## config.mk

```make
export PLATFORM = sky130hd
export DESIGN_NAME = nri_core
export DESIGN_NICKNAME = d
export VERILOG_FILES = /design/src/nri_pkg.sv /design/src/nri_core.sv
export VERILOG_INCLUDE_DIRS = /design/src
export SDC_FILE = /design/constraint.sdc
export NUM_CORES = 1
export LEC_CHECK = 0
export ABC_CLOCK_PERIOD_IN_PS = 2100
export BUFFER_PORTS_ARGS = -buffer_cell sky130_fd_sc_hd__buf_2
export CAP_MARGIN = 25
export CELL_PAD_IN_SITES_DETAIL_PLACEMENT = 1
export CELL_PAD_IN_SITES_GLOBAL_PLACEMENT = 2
export CORE_UTILIZATION = 39
export CTS_BUF_LIST = sky130_fd_sc_hd__clkbuf_8
export DETAILED_ROUTE_END_ITERATION = 8
export PLACE_DENSITY_LB_ADDON = 0.1
export SLEW_MARGIN = 20
export SYNTH_ARGS = -nofsm -noshare
export SYNTH_HDL_FRONTEND = slang
export SYNTH_SLANG_ARGS = --single-unit
```

## constraint.sdc

```tcl
create_clock -name clk -period 2.1 [get_ports clk]
set_input_delay 0.105 -clock clk [delete_from_list [all_inputs] [get_ports clk]]
set_output_delay 0.105 -clock clk [all_outputs]
set_load 0.005 [all_outputs]
```

## src/nri_cfg.svh

```systemverilog
// constants for the nand reset and identification block
`ifndef NRI_CFG_SVH
`define NRI_CFG_SVH
`define NRI_OFF_CTRL      8'h00
`define NRI_OFF_STAT      8'h04
`define NRI_OFF_FLAG      8'h08
`define NRI_OFF_UID_HI    4'h1
`define NRI_CTRL_GO       0
`define NRI_CTRL_LUN      1
`define NRI_CTRL_KIND     2
`define NRI_RESP_OK       2'h0
`define NRI_RESP_ERR      2'h2
`define NRI_CMD_RESET     8'hff
`define NRI_CMD_LUN_RST   8'hfa
`define NRI_CMD_READ_ID   8'h90
`define NRI_CMD_UID       8'hed
`define NRI_CMD_STATUS    8'h70
`define NRI_CMD_READ      8'h00
`define NRI_CMD_RND       8'h05
`define NRI_CMD_RND_GO    8'he0
`define NRI_ADR_ID        8'h00
`define NRI_ADR_SIG       8'h20
`define NRI_SIG0          8'h4f
`define NRI_SIG1          8'h4e
`define NRI_SIG2          8'h46
`define NRI_SIG3          8'h49
`define NRI_STAT_RESET    8'he0
`define NRI_STAT_WP       7
`define NRI_STAT_RDY      6
`define NRI_STAT_ARDY     5
`define NRI_CLK_NS        20
`define NRI_T_RST_NS      5000
`define NRI_RST_CYC       ((`NRI_T_RST_NS + `NRI_CLK_NS - 1) / `NRI_CLK_NS)
`define NRI_T_OP_NS       20000
`define NRI_OP_CYC        ((`NRI_T_OP_NS + `NRI_CLK_NS - 1) / `NRI_CLK_NS)
`define NRI_CNT_W         12
`define NRI_LUNS          2
`define NRI_LUN_BIT       0
`define NRI_ROW_LAST      2'h2
`define NRI_UID_BYTES     16
`define NRI_UID_CMP_BIT   4
`define NRI_IDX_W         9
`define NRI_ID3_INIT      '{cache:1'b1, ilv:1'b0, pages:2'h0, cells:2'h0, dies:2'h0}
`define NRI_ID4_INIT      '{acc_hi:1'b1, org16:1'b0, blk:2'h1, acc_lo:1'b0, spare16:1'b1, page:2'h1}
`define NRI_ID5_INIT      '{ecc_on:1'b0, rsv:3'b101, planes:2'h1, ecc:2'h2}
`endif

```

## src/nri_pkg.sv

```systemverilog
// types for the nand reset and identification block
package nri_pkg;
  typedef struct packed {
    logic       ce_n;
    logic       cle;
    logic       ale;
    logic       we_n;
    logic       read_enable_n;
    logic       wp_n;
    logic [7:0] io;
  } nri_pin_s;
  typedef enum logic [2:0] {md_idle, md_id_addr, md_id, md_sig, md_uid_addr, md_uid, md_lun_addr} nri_mode_e;
  typedef enum logic [1:0] {op_none, op_read, op_prog, op_erase} nri_op_e;
  typedef struct packed {
    logic       cache;
    logic       ilv;
    logic [1:0] pages;
    logic [1:0] cells;
    logic [1:0] dies;
  } nri_id3_s;
  typedef struct packed {
    logic       acc_hi;
    logic       org16;
    logic [1:0] blk;
    logic       acc_lo;
    logic       spare16;
    logic [1:0] page;
  } nri_id4_s;
  typedef struct packed {
    logic       ecc_on;
    logic [2:0] rsv;
    logic [1:0] planes;
    logic [1:0] ecc;
  } nri_id5_s;
endpackage

```

## src/nri_core.sv

```systemverilog
// nand command interpreter for reset, lun reset, id, signature and unique id reads
// How it works
// - command ffh resets the device
// - reset aborts busy read, program or erase
// - aborted program or erase marks contents invalid
// - reset clears command, status reads e0h with wp_n high
// - reset accepted again while still resetting
// - ready/busy low for reset time, then high
// - fah plus row address resets one lun
// - 90h then address 00h enters id mode
// - five id bytes: maker, part, then characteristics
// - id mode held until next command
// - bytes four/five give geometry, ecc, planes
// - third byte: dies, cells, pages, ilv, cache
// - fourth byte: page, spare, access, block, width
// - fifth byte: ecc, planes, reserved 101, ecc on
// - 90h with 20h returns onfi signature
// - edh reads sixteen byte unique identifier
// - identifier then its bitwise complement
// - sixteen copies follow on continued reading
// - after status 70h, 00h resumes identifier
`timescale 1ns/100ps
`default_nettype none
`include "nri_cfg.svh"
module nri_core #(
  parameter logic [7:0] MAKER_CODE = 8'h5a,  // arbitrary value
  parameter logic [7:0] PART_CODE  = 8'h3c   // arbitrary value
) (
  input  wire logic             clk,
  input  wire logic             rst_b,
  input  wire nri_pkg::nri_pin_s nand_in,
  output logic [7:0]            io_out,
  output logic                  io_oe,
  output logic                  ready_busy,
  input  wire logic [7:0]       s_axi_awaddr,
  input  wire logic             s_axi_awvalid,
  output logic                  s_axi_awready,
  input  wire logic [31:0]      s_axi_wdata,
  input  wire logic [3:0]       s_axi_wstrb,
  input  wire logic             s_axi_wvalid,
  output logic                  s_axi_wready,
  output logic [1:0]            s_axi_bresp,
  output logic                  s_axi_bvalid,
  input  wire logic             s_axi_bready,
  input  wire logic [7:0]       s_axi_araddr,
  input  wire logic             s_axi_arvalid,
  output logic                  s_axi_arready,
  output logic [31:0]           s_axi_rdata,
  output logic [1:0]            s_axi_rresp,
  output logic                  s_axi_rvalid,
  input  wire logic             s_axi_rready
);
  import nri_pkg::*;

  localparam nri_id3_s ID3 = `NRI_ID3_INIT;
  localparam nri_id4_s ID4 = `NRI_ID4_INIT;
  localparam nri_id5_s ID5 = `NRI_ID5_INIT;

  nri_pin_s                pin_s0_q;
  nri_pin_s                pin_s1_q;
  nri_pin_s                pin_d_q;
  nri_mode_e               mode_q;
  logic                    stat_view_q;
  logic                    rnd_pend_q;
  logic [1:0]              adr_cnt_q;
  logic [`NRI_IDX_W-1:0]   col_q;
  logic [`NRI_IDX_W-1:0]   idx_q;
  logic                    lun_rst_q;
  logic                    lun_sel_q;
  logic [`NRI_CNT_W-1:0]   rst_cnt_q;
  logic [7:0]              status_q;
  logic [`NRI_LUNS-1:0]    lun_busy;
  logic [`NRI_LUNS-1:0]    inv_flag;
  logic [`NRI_LUNS-1:0]    abort_prog;
  logic [127:0]            uid_w;
  logic [7:0]              byte_sel;
  logic                    aw_have_q;
  logic                    w_have_q;
  logic [7:0]              waddr_q;
  logic [31:0]             wdata_q;
  logic [3:0]              wstrb_q;
  logic [31:0]             rd_mux;
  logic                    rd_bad;

  // pins come from the host's clock domain: two stages before use
  always_ff @(posedge clk or negedge rst_b) begin
    if (!rst_b) begin
      pin_s0_q <= '1;
      pin_s1_q <= '1;
      pin_d_q  <= '1;
    end else begin
      pin_s0_q <= nand_in;
      pin_s1_q <= pin_s0_q;
      pin_d_q  <= pin_s1_q;
    end
  end

  wire [7:0] bus      = pin_s1_q.io;
  wire       sel      = ~pin_s1_q.ce_n;
  wire       we_rise  = pin_s1_q.we_n & ~pin_d_q.we_n & sel;
  wire       re_fall  = ~pin_s1_q.read_enable_n & pin_d_q.read_enable_n & sel;
  wire       cmd_stb  = we_rise & pin_s1_q.cle & ~pin_s1_q.ale;
  wire       resetting = rst_cnt_q != '0;
  wire       cmd_ff   = cmd_stb & (bus == `NRI_CMD_RESET);
  // while resetting only another reset gets through
  wire       cmd_go   = cmd_stb & (~resetting | cmd_ff);
  wire       adr_go   = we_rise & pin_s1_q.ale & ~pin_s1_q.cle & ~resetting;
  wire       data_md  = (mode_q == md_id) | (mode_q == md_sig) | (mode_q == md_uid);
  wire       rdy      = ~resetting & ~(|lun_busy);
  wire       wr_do    = aw_have_q & w_have_q & ~s_axi_bvalid;
  wire       ctrl_wr  = wr_do & (waddr_q == `NRI_OFF_CTRL);
  wire       flag_wr  = wr_do & (waddr_q == `NRI_OFF_FLAG);
  wire       uid_wr   = wr_do & (waddr_q[7:4] == `NRI_OFF_UID_HI);

  // command and address decoding
  always_ff @(posedge clk or negedge rst_b) begin
    if (!rst_b) begin
      mode_q      <= md_idle;
      stat_view_q <= 1'b0;
      rnd_pend_q  <= 1'b0;
      adr_cnt_q   <= 2'h0;
      col_q       <= '0;
      lun_rst_q   <= 1'b0;
      lun_sel_q   <= 1'b0;
    end else begin
      lun_rst_q <= 1'b0;
      if (cmd_ff) begin
        mode_q      <= md_idle;
        stat_view_q <= 1'b0;
        rnd_pend_q  <= 1'b0;
      end else if (cmd_go) begin
        case (bus)
          `NRI_CMD_LUN_RST: begin
            mode_q      <= md_lun_addr;
            adr_cnt_q   <= 2'h0;
            stat_view_q <= 1'b0;
          end
          `NRI_CMD_READ_ID: begin
            mode_q      <= md_id_addr;
            stat_view_q <= 1'b0;
          end
          `NRI_CMD_UID: begin
            mode_q      <= md_uid_addr;
            stat_view_q <= 1'b0;
          end
          `NRI_CMD_STATUS: stat_view_q <= 1'b1;
          `NRI_CMD_READ: begin
            // only the identifier read resumes after a status poll
            stat_view_q <= 1'b0;
            if (mode_q != md_uid) begin
              mode_q <= md_idle;
            end
          end
          `NRI_CMD_RND: begin
            rnd_pend_q <= 1'b1;
            adr_cnt_q  <= 2'h0;
            col_q      <= '0;
          end
          `NRI_CMD_RND_GO: begin
            rnd_pend_q  <= 1'b0;
            stat_view_q <= 1'b0;
          end
          default: begin
            mode_q      <= md_idle;
            stat_view_q <= 1'b0;
            rnd_pend_q  <= 1'b0;
          end
        endcase
      end else if (adr_go) begin
        if (rnd_pend_q) begin
          adr_cnt_q <= adr_cnt_q + 2'h1;
          if (adr_cnt_q == 2'h0) begin
            col_q[7:0] <= bus;
          end else begin
            col_q[`NRI_IDX_W-1] <= bus[0];
          end
        end else begin
          unique case (mode_q)
            md_id_addr: begin
              if (bus == `NRI_ADR_ID) begin
                mode_q <= md_id;
              end else if (bus == `NRI_ADR_SIG) begin
                mode_q <= md_sig;
              end else begin
                mode_q <= md_idle;
              end
            end
            md_uid_addr: mode_q <= md_uid;
            md_lun_addr: begin
              adr_cnt_q <= adr_cnt_q + 2'h1;
              if (adr_cnt_q == `NRI_ROW_LAST) begin
                lun_sel_q <= bus[`NRI_LUN_BIT];
                lun_rst_q <= 1'b1;
                mode_q    <= md_idle;
              end
            end
            md_idle, md_id, md_sig, md_uid: mode_q <= mode_q;
          endcase
        end
      end
    end
  end

  // byte index of the read stream
  always_ff @(posedge clk or negedge rst_b) begin
    if (!rst_b) begin
      idx_q <= '0;
    end else if (adr_go & ~rnd_pend_q & ((mode_q == md_id_addr) | (mode_q == md_uid_addr))) begin
      idx_q <= '0;
    end else if (cmd_go & (bus == `NRI_CMD_RND_GO) & rnd_pend_q) begin
      idx_q <= col_q;
    end else if (re_fall & ~stat_view_q & data_md) begin
      idx_q <= idx_q + 1'b1;  // wraps after the sixteenth copy
    end
  end

  // reset busy timer
  always_ff @(posedge clk or negedge rst_b) begin
    if (!rst_b) begin
      rst_cnt_q <= '0;
    end else if (cmd_ff) begin
      rst_cnt_q <= `NRI_CNT_W'(`NRI_RST_CYC);
    end else if (resetting) begin
      rst_cnt_q <= rst_cnt_q - 1'b1;
    end
  end

  // status has no fail bits left after reset, so it reads e0h when ready with wp_n high
  always_ff @(posedge clk or negedge rst_b) begin
    if (!rst_b) begin
      status_q   <= '0;
      ready_busy <= 1'b0;
    end else begin
      status_q                 <= '0;
      status_q[`NRI_STAT_WP]   <= pin_s1_q.wp_n;
      status_q[`NRI_STAT_RDY]  <= rdy;
      status_q[`NRI_STAT_ARDY] <= rdy;
      ready_busy               <= rdy;
    end
  end

  // array operations per lun, started by software to stand in for the array
  for (genvar l = 0; l < `NRI_LUNS; l++) begin : g_lun
    logic [`NRI_CNT_W-1:0] cnt_q;
    nri_op_e               kind_q;
    logic                  inv_q;
    wire abort = cmd_ff | (lun_rst_q & (lun_sel_q == 1'(l)));
    wire start = ctrl_wr & wdata_q[`NRI_CTRL_GO] & ~resetting
                 & (wdata_q[`NRI_CTRL_LUN] == 1'(l));
    assign abort_prog[l] = abort & (cnt_q != '0) & ((kind_q == op_prog) | (kind_q == op_erase));
    always_ff @(posedge clk or negedge rst_b) begin
      if (!rst_b) begin
        cnt_q  <= '0;
        kind_q <= op_none;
      end else if (abort) begin
        cnt_q  <= '0;
        kind_q <= op_none;
      end else if (start & (cnt_q == '0)) begin
        cnt_q  <= `NRI_CNT_W'(`NRI_OP_CYC);
        kind_q <= nri_op_e'(wdata_q[`NRI_CTRL_KIND +: 2]);
      end else if (cnt_q != '0) begin
        cnt_q <= cnt_q - 1'b1;
      end
    end
    // set wins over the software clear
    always_ff @(posedge clk or negedge rst_b) begin
      if (!rst_b) begin
        inv_q <= 1'b0;
      end else begin
        inv_q <= abort_prog[l] | (inv_q & ~(flag_wr & wstrb_q[0] & wdata_q[l]));
      end
    end
    assign lun_busy[l] = cnt_q != '0;
    assign inv_flag[l] = inv_q;
  end

  // identifier storage, written by software a word at a time, each byte lane under its own strobe
  for (genvar b = 0; b < `NRI_UID_BYTES; b++) begin : g_uid
    logic [7:0] byte_q;
    always_ff @(posedge clk or negedge rst_b) begin
      if (!rst_b) begin
        byte_q <= '0;
      end else if (uid_wr & (waddr_q[3:2] == 2'(b / 4)) & wstrb_q[b % 4]) begin
        byte_q <= wdata_q[8 * (b % 4) +: 8];
      end
    end
    assign uid_w[8 * b +: 8] = byte_q;
  end

  always_comb begin
    byte_sel = 8'h00;
    if (stat_view_q) begin
      byte_sel = status_q;
    end else begin
      unique case (mode_q)
        md_id: begin
          case (idx_q)
            9'h000:  byte_sel = MAKER_CODE;
            9'h001:  byte_sel = PART_CODE;
            9'h002:  byte_sel = ID3;
            9'h003:  byte_sel = ID4;
            9'h004:  byte_sel = ID5;
            default: byte_sel = 8'h00;
          endcase
        end
        md_sig: begin
          // past the fourth byte the host must not care what it sees
          case (idx_q)
            9'h000:  byte_sel = `NRI_SIG0;
            9'h001:  byte_sel = `NRI_SIG1;
            9'h002:  byte_sel = `NRI_SIG2;
            9'h003:  byte_sel = `NRI_SIG3;
            default: byte_sel = 8'h00;
          endcase
        end
        md_uid: begin
          byte_sel = uid_w[{idx_q[3:0], 3'h0} +: 8] ^ {8{idx_q[`NRI_UID_CMP_BIT]}};
        end
        md_idle, md_id_addr, md_uid_addr, md_lun_addr: byte_sel = 8'h00;
      endcase
    end
  end

  // output byte changes on the falling read strobe, one per strobe
  always_ff @(posedge clk or negedge rst_b) begin
    if (!rst_b) begin
      io_out <= 8'h00;
      io_oe  <= 1'b0;
    end else begin
      io_oe <= sel & ~pin_s1_q.read_enable_n & (stat_view_q | data_md);
      if (re_fall & (stat_view_q | data_md)) begin
        io_out <= byte_sel;
      end
    end
  end

  // axi write: address and data taken in either order, answer after both
  always_ff @(posedge clk or negedge rst_b) begin
    if (!rst_b) begin
      aw_have_q     <= 1'b0;
      w_have_q      <= 1'b0;
      s_axi_awready <= 1'b1;
      s_axi_wready  <= 1'b1;
      waddr_q       <= '0;
      wdata_q       <= '0;
      wstrb_q       <= '0;
      s_axi_bvalid  <= 1'b0;
      s_axi_bresp   <= `NRI_RESP_OK;
    end else begin
      if (s_axi_awvalid & s_axi_awready) begin
        aw_have_q     <= 1'b1;
        s_axi_awready <= 1'b0;
        waddr_q       <= {s_axi_awaddr[7:2], 2'h0};
      end
      if (s_axi_wvalid & s_axi_wready) begin
        w_have_q     <= 1'b1;
        s_axi_wready <= 1'b0;
        wdata_q      <= s_axi_wdata;
        wstrb_q      <= s_axi_wstrb;
      end
      if (wr_do) begin
        aw_have_q    <= 1'b0;
        w_have_q     <= 1'b0;
        s_axi_bvalid <= 1'b1;
        s_axi_bresp  <= (ctrl_wr | flag_wr | uid_wr | (waddr_q == `NRI_OFF_STAT))
                        ? `NRI_RESP_OK : `NRI_RESP_ERR;
      end else if (s_axi_bvalid & s_axi_bready) begin
        s_axi_bvalid  <= 1'b0;
        s_axi_awready <= 1'b1;
        s_axi_wready  <= 1'b1;
      end
    end
  end

  always_comb begin
    rd_mux = '0;
    rd_bad = 1'b0;
    if (s_axi_araddr[7:4] == `NRI_OFF_UID_HI) begin
      rd_mux = uid_w[{s_axi_araddr[3:2], 5'h00} +: 32];
    end else if ({s_axi_araddr[7:2], 2'h0} == `NRI_OFF_STAT) begin
      rd_mux = {21'h0, lun_busy, ready_busy, status_q};
    end else if ({s_axi_araddr[7:2], 2'h0} == `NRI_OFF_FLAG) begin
      rd_mux = {30'h0, inv_flag};
    end else if ({s_axi_araddr[7:2], 2'h0} != `NRI_OFF_CTRL) begin
      rd_bad = 1'b1;
    end
  end

  // axi read: one outstanding, answer the cycle after the address
  always_ff @(posedge clk or negedge rst_b) begin
    if (!rst_b) begin
      s_axi_arready <= 1'b1;
      s_axi_rvalid  <= 1'b0;
      s_axi_rdata   <= '0;
      s_axi_rresp   <= `NRI_RESP_OK;
    end else if (s_axi_arvalid & s_axi_arready) begin
      s_axi_arready <= 1'b0;
      s_axi_rvalid  <= 1'b1;
      s_axi_rdata   <= rd_mux;
      s_axi_rresp   <= rd_bad ? `NRI_RESP_ERR : `NRI_RESP_OK;
    end else if (s_axi_rvalid & s_axi_rready) begin
      s_axi_rvalid  <= 1'b0;
      s_axi_arready <= 1'b1;
    end
  end
endmodule
`default_nettype wire

```

-- Word level (Yosys, flattened, before mapping)
Index checks and enable logic that the tools add are counted.
Widths: inputs -> output; s select.
- bits in registers: 325
- output and inout port bits: 51
- word-level logic and storage cells: 332
- add/sub/neg operators: 5
- eq/ne operators: 43
- shift operators: 2
- multiplexer cells: 77
- bitwise operators: 99
- reductions and logical operators: 41
- operators with widths (kind ; count):
    $shiftx 128x8->32 ; 1
    $shiftx 128x8->8 ; 1
    $mux 12 ; 8
    $and 1x1->1 ; 68
    $mux 9 ; 7
    $eq 8x8->1 const B ; 5
    $pmux 8 s5 ; 1
    $reduce_bool 12->1 ; 3
    $sub 12x1->12 const B ; 3
    $mux 32 ; 1
    $pmux 8 s4 ; 1
    $mux 1 ; 31
    $mux 2 ; 14
    $pmux 7 s4 ; 1
    $logic_not 12->1 ; 2
    $reduce_bool 2->1 ; 11
    $eq 9x2->1 const B ; 2
    $mux 3 ; 6
    $logic_not 8->1 ; 2
    $mux 8 ; 2
    $not 1->1 ; 16
    $pmux 3 s5 ; 1
    $reduce_bool 3->1 ; 5
    $eq 2x2->1 const B ; 7
    36 further kinds ; 68

-- Depth between registers and ports, before layout
- word-level depth: 12
- depth in mapped cells: 10

-- Worst setup path after synthesis
No wires, ideal clock.
- path kind: register to register
- start point: register pin_s1_q[10] (netlist bit)
- end point: register col_q[0]
- arrival time: 2186 ps
- required time: 2021 ps
- path slack: -165 ps
- stages on the path, launching flop included: 7
- period minus slack after synthesis: 2265 ps
- cells stage by stage: dfstp_2 -> or3b_1 -> or3b_2 -> a21oi_2 -> nand2_1 -> a21oi_4 -> mux2i_1
- word-level cells in the longest chain between the ends: 9
- RTL lines (item ; RTL line ; RTL):
    from (decl) ; nri_core.sv:60 ; nri_pin_s pin_s1_q;
    from (signal assigned) ; nri_core.sv:93 ; pin_s1_q <= pin_s0_q;
    $and 1x1->1 * (2 in a row) ; nri_core.sv:100 ; wire we_rise = pin_s1_q.we_n & ~pin_d_q.we_n & sel;
    $and 1x1->1 (2 in a row) ; nri_core.sv:102 ; wire cmd_stb = we_rise & pin_s1_q.cle & ~pin_s1_q.ale;
    $and 1x1->1 ; nri_core.sv:104 ; wire cmd_ff = cmd_stb & (bus == `NRI_CMD_RESET);
    $or 1x1->1 ; nri_core.sv:106 ; wire cmd_go = cmd_stb & (~resetting | cmd_ff);
    $and 1x1->1 ; nri_core.sv:106 ;
    $ne 2x1->1 (no source line) / $reduce_bool 2->1 (equally long branches) ; - ;
    $reduce_and 5->1 (no source line) ; - ;
    to (signal assigned) ; nri_core.sv:173 ; col_q[7:0] <= bus;
    to (signal, indexed assignment) ; nri_core.sv:175 ; col_q[`NRI_IDX_W-1] <= bus[0];
    to (decl) ; nri_core.sv:66 ; logic [`NRI_IDX_W-1:0] col_q;
Every way passes the cells marked *; elsewhere a longest branch is shown, timed or not.
A chain may end at the register's enable or synchronous reset.

-- Worst setup path in the final report
- start point: register idx_q[2]
- end point: register io_out[6]
- word-level cells in the longest chain between the ends: 4
- RTL lines (item ; RTL line ; RTL):
    from (decl) ; nri_core.sv:67 ; logic [`NRI_IDX_W-1:0] idx_q;
    from (signal assigned) ; nri_core.sv:211 ; idx_q <= col_q;
    from (signal assigned) ; nri_core.sv:213 ; idx_q <= idx_q + 1'b1;
    $shiftx 128x8->8, or another cell as far along ; nri_core.sv:317 ; byte_sel = uid_w[{idx_q[3:0], 3'h0} +: 8] ^ {8{idx_q[`NRI_UID_CMP_BIT]}};
    $xor 8x8->8, or another cell as far along ; nri_core.sv:317 ;
    $pmux 8 s4 * ; nri_core.sv:295 ; unique case (mode_q)
    $mux 8 * ; nri_core.sv:292 ; if (stat_view_q) begin
    to (signal assigned) ; nri_core.sv:332 ; io_out <= byte_sel;
    to (decl) ; nri_core.sv:32 ; output logic [7:0] io_out,
Marked as above.

==> results by group <==
Outcome
  – Outcome: finished with violations
  – Violated checks: negative setup slack

Die
  – Area of the core: 37800 µm²
  – I/O pins: 124
  – Die Y: 198 µm
  – Die area: 39200 µm²
  – Chip Width: 198 µm
  – Std-Cell Rows: 71
  – Initial Util: 39.6%

Routing
  – Post-DR vias/cell: 5.33
  – Detailed Route WL: 44700 µm
  – Residual DRC: 0
  – 1st-iter DRT viols: 423
  – Wirelength per Cell: 21.9 µm
  – Antenna Nets Post-Route: 0
  – DR vias: 10900
  – Detailed Routing Iterations Pass 1: 4

Logic synthesis
  – Area leader, netlist: dfrtp_1
  – Top_reg_cell synth: dfrtp_1
  – Synth Register Bits: 319
  – Synth Cell Area: 15000 µm²
  – Synth Warn #: 0
  – Sequential cell area fraction in the yosys report: 53.6%
  – Synth top area share: 47.8%
  – Mean Syn Cell Area: 13.0 µm²
  – Post-synth EDFFs: 0
  – Ranking of synthesized cells by area: dfrtp_1 48%, mux2_2 13%, mux4_2 10%
  – Async SR Flop Fraction: 100%
  – Mapped Cells: 1151
  – Netlist cell types: 68

Timing
  – Clock Skews: 28.4 ps
  – Worst-margin pin slew: 683 ps
  – Unrepaired setup endpoints after global routing: yes
  – Period minus WS final: 2300 ps
  – Slew margin rel.: 54.0%
  – Period utilisation layout: 110%
  – WHS: 65.9 ps
  – Endpoints failing hold: 0
  – Max-slew violations: 0
  – PnR worst setup slack: -204 ps
  – Setup TNS: -5070 ps
  – Setup violators final: 50
  – Fmax achieved: 434 MHz

GRT
  – Initial antenna violation count: 0
  – Number of global-route vias before repair: 11900
  – Global Route met1 Usage: 33.2%
  – GRT Max-Usage Layer: met2
  – Grt ovf: 0
  – Global-route usage over all layers: 24.1%
  – Largest net degree at the start of global routing: 73
  – Met3 Use GR: 4.43%
  – Grt met2 use: 38.7%
  – First-pass GRT wire length: 71400 µm

Worst setup path
  – R2R Setup Slk: -200 ps
  – Worst Setup End Kind: register
  – Worst R2R Path Depth: 6
  – Critical path data required time: 2630 ps
  – R2R Path Start: idx_q[2]$_DFFE_PN0P_
  – CP startpoint kind: register
  – CP max FO: 7
  – Critical Path AT: 2830 ps
  – FF-to-FF End: io_out[6]$_DFFE_PN0P_
  – Critical path startpoint: idx_q[2]$_DFFE_PN0P_
  – CP Class: reg -> reg

Power and ir drop
  – Internal: 12900 µW
  – Switching Share: 32.2%
  – Sequential share of power: 45.7%
  – Clock network fraction of total power: 29.8%
  – Sw power: 6130 µW
  – Power per cell area: 959 nW/µm²
  – Worst ir drop on vdd: 558 µV
  – Leak: 0.00923 µW
  – Comb power frac: 24.5%

Min path
  – Hold crit path type: in -> reg
  – Worst Hold Path EP: s_axi_rdata[7]$_DFFE_PN0P_
  – Worst hold stages: 5
  – Hold path startpoint: s_axi_araddr[7]

Layout
  – Commonest non-fill, non-tap cells in the layout: 284 x dfrtp_1, 171 x mux2_2, 116 x buf_2
  – Layout Nets: 1580
  – N_diodes: 0
  – Most common cell after layout, fill and taps aside: dfrtp_1
  – Share of layout cells above drive strength 1: 48.1%
  – Filler cell count: 3846
  – Area Growth Syn to Fin: 32.6%

Clocking
  – CTS tree: done
  – Worst skew pair latency: 660 ps
  – Clk pin slew, worst setup/hold paths: 60 ps
  – Cts bufs inserted: 56
  – Htree depth: 2
  – Total clock sinks: 319
  – Clock tree buffer depth: 3
  – Clock root buffer: clkbuf_8

Placement
  – DP HPWL: 30900 µm
  – RePlAce Congestion: 0.828
  – PortBufs: 117

Run
  – Max Cap Viol: 0
-- worst max-delay path by stage --
stage	end	slack, ps
floorplan	g_lun[1].kind_q[1]$_DFFE_PN0P_	-90
global placement	io_out[5]$_DFFE_PN0P_	-190
detailed placement	col_q[7]$_DFFE_PN0P_	-250
CTS	mode_q[0]$_DFFE_PN0P_	-210
global route	io_out[6]$_DFFE_PN0P_	-290
finish	io_out[6]$_DFFE_PN0P_	-200
-- power groups by stage --
stage	Clock (µW)	Sequential, µW	Combinational (µW)
finish	5670	8700	4670
global route	6120	8880	5150
CTS	5880	8660	4400
detailed placement	0	8730	4170
global placement	0	8670	4030
floorplan	0	8300	2550
-- cell type report --
class / count / area (µm²) / area share, %
multi-input cells: 750 / 7190 / 36.2
well taps: 511 / 639 / 3.22
inverters: 31 / 116 / 0.586
flip-flops and latches: 319 / 8030 / 40.4
repair buffers: 337 / 2770 / 14.0
clock buffers: 70 / 963 / 4.85
clock inverters: 29 / 138 / 0.693
-- kinds of logic (layout without fill, tap and decap cells) --
family          after synthesis  in the layout  share of synthesized area, %
compound gates              160            160                          7.05
xor+xnor                     34             34                          1.99
fa+ha+maj                    12             12                          1.00
buf+inv                      84            467                          2.35
flops                       319            319                          53.6
mux                         252            252                          24.0
other cells                   1              2                        0.0251
simple gates                289            290                          10.0
-- Yosys cell counts, types with 5 or more instances --
library cell / instances
nand3_1: 16
nor3b_1: 10
ha_1: 12
xor2_1: 15
a22oi_1: 15
or3_1: 12
nor4_1: 9
a211oi_1: 5
mux4_2: 68
dfstp_2: 33
o21ai_0: 38
mux2_2: 172
nand2_2: 9
a22o_1: 25
buf_2: 8
clkbuf_1: 33
nor2_1: 54
and2_1: 6
and3_1: 8
nand2_1: 87
nand2b_1: 7
nor2b_1: 11
mux2i_1: 12
nor3_1: 28
buf_1: 6
nand4_1: 6
a21oi_1: 41
dfrtp_1: 286
xnor2_1: 19
inv_1: 31
buf_4: 5
-- per-layer routing --
metal | part of all wire, % | wire [µm] | vias to the layer above
met1 | 45 | 20200 | 5693
met3 | 4.4 | 1980 | 74
met2 | 48 | 21500 | 217
met4 | 2.3 | 1040 | 0
met5 | 0 | 0 | -
li1 | - | - | 4933
-- per-stage QoR --
step | area [µm²] | utilization (%) | total power, µW | setup WS [ps] | instances
after floorplan | 15100 | - | 10900 | -91.2 | 1152
after global routing | 19800 | 52.6 | 20200 | -286 | 2047
final | 19800 | 52.6 | 19000 | -204 | 2047
after global placement | 17300 | 45.7 | 12700 | -187 | 1861
after detailed placement | 17300 | 45.7 | 12900 | -254 | 1861
after CTS | 19400 | 51.5 | 18900 | -210 | 2038
-- worst max-delay path, stage by stage (launching register included) --
cell	delay (ps)
dfrtp_2	410
buf_12	150
mux4_2	510
mux4_2	520
xor2_2	180
a32oi_1	80
o41ai_1	340
-- registers in the layout (all words and copies together), names as in the netlist, 2 cells and up --
| register | flops |
|---|---|
| adr_cnt_q | 2 |
| g_lun.inv_q | 2 |
| wstrb_q | 4 |
| g_lun.kind_q | 2 |
| wdata_q | 32 |
| pin_s1_q | 6 |
| pin_d_q | 2 |
| pin_s0_q | 14 |
| g_uid.byte_q | 128 |
| mode_q | 3 |
| bus | 8 |
| s_axi_rdata | 32 |
| col_q | 9 |
| status_q | 2 |
| io_out | 8 |
| rst_cnt_q | 12 |
| idx_q | 9 |
| g_lun.cnt_q | 24 |
| waddr_q | 6 |
-- repair_timing --
action,4_1_cts,5_1_grt
hold buffers,69,0
pin swaps,18,28
endpoints found under the hold margin,373,0
gates resized for setup,67,83
gates cloned,1,1
buffers inserted,10,11
endpoints found under the setup margin,86,169
Power figures use the tool's default switching activity.
